<file path="src/design/slc_map.vh">
// Register offsets, field positions, reset values and timing counts of the split link control block
`ifndef SLC_MAP_VH
`define SLC_MAP_VH

// ==========================================================
// Register byte offsets
`define SLC_OFS_ADDR 4'h0
`define SLC_OFS_LINK 4'h4
`define SLC_OFS_STAT 4'h8
`define SLC_OFS_TAGS 4'hc

// ==========================================================
// Link control fields
`define SLC_LINK_CFG_LO 0
`define SLC_LINK_CFG_HI 1
`define SLC_LINK_AUTO 2
`define SLC_LINK_RESTART 3

// ==========================================================
// Link configuration codes
`define SLC_CFG_A_ONLY 2'h1
`define SLC_CFG_B_ONLY 2'h2
`define SLC_CFG_BOTH 2'h3

// ==========================================================
// Reset values
`define SLC_RST_ADDR 7'h40
`define SLC_RST_CFG 2'h3
`define SLC_RST_TAGS 32'h03020100

// ==========================================================
// Timing
`define SLC_CLK_NS 40
`define SLC_LOCK_TIME_NS 2000
`define SLC_LOCK_CYCLES ((`SLC_LOCK_TIME_NS + `SLC_CLK_NS - 1) / `SLC_CLK_NS)

// ==========================================================
// Bus answers
`define SLC_RESP_OKAY 2'h0
`define SLC_RESP_SLVERR 2'h2

`endif

</file>
<file path="src/design/slc_top.v">
// Split link control channel: arbitration, routing, link setup and AXI4-Lite registers
//
// Contract
// - Near controller reaches every active far end unless it addresses this device
// - Far controller reaches only near side
// - Busy channel refuses other controllers with NACK
// - Reverse splitter uses identical access rules
// - Own bus address replaceable by register write
// - Code 01 without auto selects link A
// - Code 11 runs both links, reverse splitter
// - Restart bit pulses link reset, self-clears
// - Lock output rises once link established
// - Each packet type carries programmable origin tag
`timescale 1ns/1ps
`include "slc_map.vh"

module slc_top #(
  parameter N_TAGS = 4,
  parameter LOCK_CYCLES = `SLC_LOCK_CYCLES
) (
  input wire aclk,
  input wire aresetn,
  input wire [3:0] s_axi_awaddr,
  input wire s_axi_awvalid,
  output reg s_axi_awready,
  input wire [31:0] s_axi_wdata,
  input wire [3:0] s_axi_wstrb,
  input wire s_axi_wvalid,
  output reg s_axi_wready,
  output reg [1:0] s_axi_bresp,
  output reg s_axi_bvalid,
  input wire s_axi_bready,
  input wire [3:0] s_axi_araddr,
  input wire s_axi_arvalid,
  output reg s_axi_arready,
  output reg [31:0] s_axi_rdata,
  output reg [1:0] s_axi_rresp,
  output reg s_axi_rvalid,
  input wire s_axi_rready,
  input wire [6:0] addr_strap,
  input wire [2:0] ctl_start,
  input wire [2:0] ctl_stop,
  input wire [20:0] ctl_addr,
  output wire [2:0] ctl_ack,
  output wire [2:0] ctl_nack,
  output reg route_a,
  output reg route_b,
  output reg route_local,
  output reg own_sel,
  input wire link_a_up,
  input wire link_b_up,
  output reg link_restart_pulse,
  output reg link_lock_indicator,
  output reg [8*N_TAGS-1:0] packet_origin_tag
);

  // ==========================================================
  // Register state
  reg [6:0] own_bus_address;
  reg strap_loaded;
  reg [1:0] link_cfg;
  reg auto_link;
  reg [15:0] lock_cnt;
  reg owner_valid;
  reg [1:0] owner;
  reg aw_hold;
  reg w_hold;
  reg [3:0] wr_addr;
  reg [31:0] wr_data;
  reg [3:0] wr_strb;

  // ==========================================================
  // Link selection
  reg link_a_active;
  reg link_b_active;

  always @* begin
    link_a_active = 1'b1;
    link_b_active = 1'b1;
    case (link_cfg)
      `SLC_CFG_A_ONLY: begin
        link_a_active = 1'b1;
        link_b_active = auto_link;
      end
      `SLC_CFG_B_ONLY: begin
        link_a_active = auto_link;
        link_b_active = 1'b1;
      end
      `SLC_CFG_BOTH: begin
        link_a_active = 1'b1;
        link_b_active = 1'b1;
      end
      default: begin
        link_a_active = 1'b1;
        link_b_active = auto_link;
      end
    endcase
  end

  // ==========================================================
  // Arbitration
  // Source 0 is the controller on this device, 1 and 2 sit behind links A and B.
  // The roles are the same in splitter and reverse splitter use: this device is
  // always the single end facing two links.
  reg [2:0] grant;
  reg [2:0] reach;
  reg [2:0] hit;
  integer i;

  always @* begin
    grant = 3'h0;
    hit = 3'h0;
    for (i = 0; i < 3; i = i + 1) begin
      hit[i] = (ctl_addr[7*i +: 7] == own_bus_address);
    end
    if (owner_valid) begin
      // Only the holder may start again; everyone else is refused
      grant[owner] = ctl_start[owner];
    end else if (ctl_start[0]) begin
      grant[0] = 1'b1;
    end else if (ctl_start[1]) begin
      grant[1] = 1'b1;
    end else begin
      grant[2] = ctl_start[2];
    end
    // A far controller is only heard through an active, link_lock_indicator link
    reach[0] = 1'b1;
    reach[1] = link_a_active & link_lock_indicator;
    reach[2] = link_b_active & link_lock_indicator;
  end

  genvar g;
  generate
    for (g = 0; g < 3; g = g + 1) begin : gen_port
      slc_port_resp u_resp (
        .aclk(aclk),
        .aresetn(aresetn),
        .start(ctl_start[g]),
        .grant(grant[g]),
        .reach(reach[g]),
        .ack(ctl_ack[g]),
        .nack(ctl_nack[g])
      );
    end
  endgenerate

  // ==========================================================
  // Ownership and routing
  always @(posedge aclk) begin
    if (!aresetn) begin
      owner_valid <= 1'b0;
      owner <= 2'h0;
      route_a <= 1'b0;
      route_b <= 1'b0;
      route_local <= 1'b0;
      own_sel <= 1'b0;
    end else if (|(grant & reach)) begin
      owner_valid <= 1'b1;
      if (grant[0]) begin
        owner <= 2'h0;
        own_sel <= hit[0];
        // Near controller goes out on every active far end unless it addresses this device
        route_a <= link_a_active & ~hit[0];
        route_b <= link_b_active & ~hit[0];
        route_local <= 1'b0;
      end else begin
        owner <= grant[1] ? 2'h1 : 2'h2;
        own_sel <= grant[1] ? hit[1] : hit[2];
        // Far controller never reaches the other far end
        route_a <= 1'b0;
        route_b <= 1'b0;
        route_local <= grant[1] ? ~hit[1] : ~hit[2];
      end
    end else if (owner_valid && ctl_stop[owner]) begin
      owner_valid <= 1'b0;
      route_a <= 1'b0;
      route_b <= 1'b0;
      route_local <= 1'b0;
      own_sel <= 1'b0;
    end
  end

  // ==========================================================
  // Link restart and lock
  wire wr_fire = aw_hold & w_hold & ~s_axi_bvalid;
  wire wr_link = wr_fire & (wr_addr == `SLC_OFS_LINK) & wr_strb[0];
  wire lock_done = (lock_cnt >= LOCK_CYCLES[15:0]);

  always @(posedge aclk) begin
    if (!aresetn) begin
      link_restart_pulse <= 1'b0;
      lock_cnt <= 16'h0000;
      link_lock_indicator <= 1'b0;
    end else begin
      // The bit never stores; it only fires one pulse
      link_restart_pulse <= wr_link & wr_data[`SLC_LINK_RESTART];
      if (link_restart_pulse) begin
        lock_cnt <= 16'h0000;
        link_lock_indicator <= 1'b0;
      end else begin
        if (!lock_done) begin
          lock_cnt <= lock_cnt + 16'h0001;
        end
        // Lock needs every active link up after the settle time
        link_lock_indicator <= lock_done & (~link_a_active | link_a_up) &
          (~link_b_active | link_b_up);
      end
    end
  end

  // ==========================================================
  // AXI4-Lite write channel
  integer b;

  always @(posedge aclk) begin
    if (!aresetn) begin
      s_axi_awready <= 1'b1;
      s_axi_wready <= 1'b1;
      s_axi_bvalid <= 1'b0;
      s_axi_bresp <= `SLC_RESP_OKAY;
      aw_hold <= 1'b0;
      w_hold <= 1'b0;
      wr_addr <= 4'h0;
      wr_data <= 32'h00000000;
      wr_strb <= 4'h0;
      own_bus_address <= `SLC_RST_ADDR;
      strap_loaded <= 1'b0;
      link_cfg <= `SLC_RST_CFG;
      auto_link <= 1'b0;
      packet_origin_tag <= `SLC_RST_TAGS;
    end else begin
      // Strap is caught once, just after the reset release
      if (!strap_loaded) begin
        own_bus_address <= addr_strap;
        strap_loaded <= 1'b1;
      end
      if (s_axi_awvalid && s_axi_awready) begin
        aw_hold <= 1'b1;
        wr_addr <= {s_axi_awaddr[3:2], 2'h0};
        s_axi_awready <= 1'b0;
      end
      if (s_axi_wvalid && s_axi_wready) begin
        w_hold <= 1'b1;
        wr_data <= s_axi_wdata;
        wr_strb <= s_axi_wstrb;
        s_axi_wready <= 1'b0;
      end
      if (wr_fire) begin
        aw_hold <= 1'b0;
        w_hold <= 1'b0;
        s_axi_bvalid <= 1'b1;
        s_axi_bresp <= (wr_addr == `SLC_OFS_STAT) ? `SLC_RESP_SLVERR : `SLC_RESP_OKAY;
        case (wr_addr)
          `SLC_OFS_ADDR: begin
            if (wr_strb[0]) begin
              own_bus_address <= wr_data[6:0];
            end
          end
          `SLC_OFS_LINK: begin
            if (wr_strb[0]) begin
              link_cfg <= wr_data[`SLC_LINK_CFG_HI:`SLC_LINK_CFG_LO];
              auto_link <= wr_data[`SLC_LINK_AUTO];
            end
          end
          `SLC_OFS_TAGS: begin
            for (b = 0; b < N_TAGS && b < 4; b = b + 1) begin
              if (wr_strb[b]) begin
                packet_origin_tag[8*b +: 8] <= wr_data[8*b +: 8];
              end
            end
          end
          default: begin
          end
        endcase
      end
      if (s_axi_bvalid && s_axi_bready) begin
        s_axi_bvalid <= 1'b0;
        s_axi_awready <= 1'b1;
        s_axi_wready <= 1'b1;
      end
    end
  end

  // ==========================================================
  // AXI4-Lite read channel
  reg [31:0] rd_mux;
  reg rd_ok;

  always @* begin
    rd_mux = 32'h00000000;
    rd_ok = 1'b1;
    case ({s_axi_araddr[3:2], 2'h0})
      `SLC_OFS_ADDR: rd_mux = {25'h0, own_bus_address};
      `SLC_OFS_LINK: rd_mux = {29'h0, auto_link, link_cfg};
      `SLC_OFS_STAT: rd_mux = {26'h0, link_b_up, link_a_up, owner, owner_valid, link_lock_indicator};
      `SLC_OFS_TAGS: rd_mux = packet_origin_tag[31:0];
      default: rd_ok = 1'b0;
    endcase
  end

  always @(posedge aclk) begin
    if (!aresetn) begin
      s_axi_arready <= 1'b1;
      s_axi_rvalid <= 1'b0;
      s_axi_rdata <= 32'h00000000;
      s_axi_rresp <= `SLC_RESP_OKAY;
    end else if (s_axi_arvalid && s_axi_arready) begin
      s_axi_arready <= 1'b0;
      s_axi_rvalid <= 1'b1;
      s_axi_rdata <= rd_mux;
      s_axi_rresp <= rd_ok ? `SLC_RESP_OKAY : `SLC_RESP_SLVERR;
    end else if (s_axi_rvalid && s_axi_rready) begin
      s_axi_rvalid <= 1'b0;
      s_axi_arready <= 1'b1;
    end
  end

endmodule

</file>
<file path="src/design/slc_port_resp.v">
// Per-controller acknowledge and refusal pulse generator
`timescale 1ns/1ps

module slc_port_resp (
  input wire aclk,
  input wire aresetn,
  input wire start,
  input wire grant,
  input wire reach,
  output reg ack,
  output reg nack
);

  // ==========================================================
  // Answer pulses, one cycle after the start
  always @(posedge aclk) begin
    if (!aresetn) begin
      ack <= 1'b0;
      nack <= 1'b0;
    end else begin
      ack <= start & grant & reach;
      // Refused when another controller owns or wins the channel or the requester is unreachable (far link not active and locked)
      nack <= start & ~(grant & reach);
    end
  end

endmodule

</file>
<file path="config.mk">
export PLATFORM = sky130hd
export DESIGN_NAME = slc_top
export DESIGN_NICKNAME = d
export VERILOG_FILES = /design/src/design/slc_top.v /design/src/design/slc_port_resp.v
export VERILOG_INCLUDE_DIRS = /design/src /design/src/design
export SDC_FILE = /design/constraint.sdc
export NUM_CORES = 1
export LEC_CHECK = 0
export ABC_CLOCK_PERIOD_IN_PS = 5400
export BUFFER_PORTS_ARGS = -buffer_cell sky130_fd_sc_hd__buf_2
export CAP_MARGIN = 20
export CORE_MARGIN = 4
export CORE_UTILIZATION = 50
export DETAILED_ROUTE_END_ITERATION = 7
export HOLD_SLACK_MARGIN = 0.1
export PLACE_DENSITY = 0.77
export SLEW_MARGIN = 20
export SYNTH_ARGS = -nofsm -noshare
export SYNTH_HDL_FRONTEND = slang
export SYNTH_SLANG_ARGS = --single-unit
</file>
<file path="constraint.sdc">
create_clock -name aclk -period 5.4 [get_ports aclk]
set_clock_uncertainty 0.15 [all_clocks]
set_input_delay 0.27 -clock aclk [delete_from_list [all_inputs] [get_ports aclk]]
set_output_delay 0.27 -clock aclk [all_outputs]
set_load 0.01 [all_outputs]
</file>
==> metrics.md <==
| Metric | Value |
|---|---|
| Status | `finished clean` |
| Async SR Flop Fraction | `0%` |
| Critical setup path kind | `flop to flop` |
| CTS Sinks | `152` |
| Most frequent cell after synthesis | `dfxtp_1` |
| RSZ-0062 raised after global routing | `false` |
| Area after DPL | `around 7000 µm²` |
| Total CTS buffers | `17` |
| Period minus WS final | `2.410 ns` |
| Worst-margin pin slew | `1.042 ns` |
| Fmax | `approximately 420 MHz` |
| Worst-Skew Late Latency | `0.41 ns` |
| Area contributors post-synth | `dfxtp_1, a21boi_0, nand2_1, nand3_1, a22oi_1` |
| Maxcap violations | `0` |
| Synth Warn # | `0` |
| Final Hold Vio Count | `0` |
| Final setup violation count | `0` |
| Routed len/inst | `roughly 16 µm` |
| Clock tree buffer depth | `2` |
| Root Driver | `clkbuf_16` |
| Initial antenna violation count | `0` |
| Hold Path Class | `input port to flop` |
| Setup Fix Bufs, Post-CTS | `0` |
| Synthesized area | `about 6200 µm²` |
| Overall Global Routing Usage | `22.59%` |
| Worst path slowest cell | `nor3_4` |
| Total routed wirelength | `16120 µm` |
| Syn avg cell area | `9.221 µm²` |
| Most common flop cell mapped by yosys | `dfxtp_1` |
| Worst EP arrival | `2.51 ns` |
| Vias in the first global route | `~5400` |
| Initial Util | `roughly half` |
| Antenna viol nets, final | `0` |
| ANT cells | `0` |
| Biggest area consumer among synthesized cells | `dfxtp_1` |
| Detailed Route Iter0 Violations | `297` |
| Design area | `8148 µm²` |
| Routability congestion estimate | `0.8283` |
| Area share of the largest cell type after synthesis | `49.40%` |
| CTS tree | `built` |
| Core area | `12010 µm²` |
| Power density cells | `317.7 nW/µm²` |
| Max-slew headroom | `between 30% and 40%` |
| # IOs | `about 170` |
| CTS HTree Levels | `4` |
| Synth Register Bits | `152` |
| Dpl hpwl | `just over 10000 µm` |
| CP Max Fanout | `19` |
| Setup TNS | `0 ns` |
| Std-Cell Rows | `40` |
| Die Area | `roughly 14000 µm²` |
| Crit path largest cell delay | `0.65 ns` |
| Fillers | `between 900 and 1000` |
| GRT overflow | `0` |
| Synthesis-to-layout area growth | `32.28%` |
| DRC Markers | `0` |
| Die height | `119.0 µm` |
| Clk slew on worst S/H paths | `0.06 ns` |
| Most frequent CP cell | `nand2_1` |
| Largest net degree at the start of global routing | `135` |
| Mapped Cells | `668` |
| Synth cell count leaders | `dfxtp_1, nand2_1, a21boi_0` |
| Final nets | `950` |
| CP endpoint kind | `flop` |
| Sequential area share after synthesis | `49.40%` |
| Netlist cell types | `52` |
| Ordered cell list for the critical path | `nand3b_1, nor3_4, buf_4, nand2_1, nand2_1, nand3_1` |
| Vias | `5456` |
| Share of layout cells above drive strength 1 | `a little under a quarter` |
| # port buffers | `approximately 160` |
| Startpoint Class | `flop` |
| First-pass iteration count of the detailed router | `6` |
| EDFF count, synth | `0` |
| Die W | `119.0 µm` |
| Vias per cell | `5.349` |
| Max IR drop VDD | `~210 µV` |
| First-pass GRT wire length | `about 26000 µm` |
| Final Cycle Share | `44.62%` |
| Critical Path RT | `5.50 ns` |
| Pins Over Slew Limit | `0` |
| LEAKAGE | `~3.5 nW` |
[layout make-up]
class                      count  area, µm²  area share [%]
multi-input combinational    461       2888           35.44
timing repair buffer         224       1425           17.49
tap                          147      183.9           2.257
inverter                       5      18.77          0.2303
clock buffer                  23      467.9           5.743
sequential                   152       3043           37.35
clock inverter                 8      121.4           1.490
[flip-flops by register name, summed over array words and instances (netlist names), 3 cells and up]
name / cells
s_axi_rdata: 32
own_bus_address: 7
wr_data: 32
gen_port.u_resp.ack: 3
wr_strb: 4
gen_port.u_resp.nack: 3
lock_cnt: 16
packet_origin_tag: 32
[routing by layer]
metal / track usage, % / up-vias / part of all wire [%]
met4: 9.413 / 0 / 2.8
met5: 0 / - / 0
met1: 26.82 / 2549 / 41
li1: - / 2661 / -
met2: 39.17 / 204 / 50
met3: 5.176 / 42 / 5.8
[through the flow]
stage	hold WS, ns	power, mW	instances	setup WS (ns)	util (%)
6_report	0.1816	2.589	1020	2.990	67.83
5_1_grt	0.2197	2.681	1020	2.706	67.83
4_1_cts	0.2235	2.597	1019	3.016	67.63
3_5_place_dp	0.2974	1.393	932	3.034	58.05
3_3_place_gp	0.2921	1.384	932	3.050	58.05
2_1_floorplan	0.1477	1.322	670	3.400	-
[kinds of logic (layout without fill, tap and decap cells)]
group	count (synthesis)	in the layout	synth area share, %
buf+inv	57	260	4.042
fa+ha+maj	2	2	0.4062
xor+xnor	25	25	3.555
compound gates	140	140	17.69
flops	152	152	49.40
mux	17	17	3.433
simple gates	274	274	21.41
other cells	1	3	0.06088
[worst max-delay path: cells and delay by family, from the launching register on]
kind	cells	cell delay [ns]
flip-flops	1	0.32
buffers and inverters	1	0.35
AND/OR/NAND/NOR	5	1.42
[worst paths after layout]
| path | cells past startpoint | end | slack [ns] | startpoint |
|---|---|---|---|---|
| worst min-delay path | 2 | link_cfg[0] | 0.18 | aresetn |
| worst max register to register | 6 | packet_origin_tag[17] | 2.99 | s_axi_bvalid |
| worst min register to register | 1 | lock_cnt[12] | 0.31 | lock_cnt[12] |
| worst max-delay path | 6 | packet_origin_tag[17] | 2.99 | s_axi_bvalid |
[cells in the final DEF, fill, tap and decap left out, types with 4 or more instances in the layout]
| cell | instances |
|---|---|
| buf_2 | 163 |
| dfxtp_1 | 152 |
| nand2_1 | 138 |
| a21boi_0 | 75 |
| dlygate4sd3_1 | 56 |
| nand3_1 | 41 |
| nor2b_1 | 30 |
| a22oi_1 | 26 |
| clkbuf_16 | 17 |
| nor2_1 | 15 |
| xor2_1 | 15 |
| mux2i_1 | 14 |
| and2_1 | 13 |
| xnor2_1 | 10 |
| o211a_1 | 9 |
| o21ai_0 | 7 |
| inv_1 | 5 |
| a21oi_1 | 5 |
| nand3b_1 | 4 |
| o211ai_1 | 4 |
| nor4_1 | 4 |
| and3_1 | 4 |
| nand2b_1 | 4 |
| clkbuf_1 | 4 |
[timing repair]
item | 4_1_cts | 5_1_grt
gates resized for setup | 0 | 0
endpoints found under the hold margin | 58 | 0
hold buffers | 56 | 0
[power by group]
| part | leakage, nW | switching, mW | internal [mW] |
|---|---|---|---|
| Sequential | 1.24 | 0.0350 | 1.16 |
| Clock | 0.287 | 0.433 | 0.747 |
| Combinational | 1.97 | 0.106 | 0.112 |
Note: power is estimated with default switching activity, not from simulation.
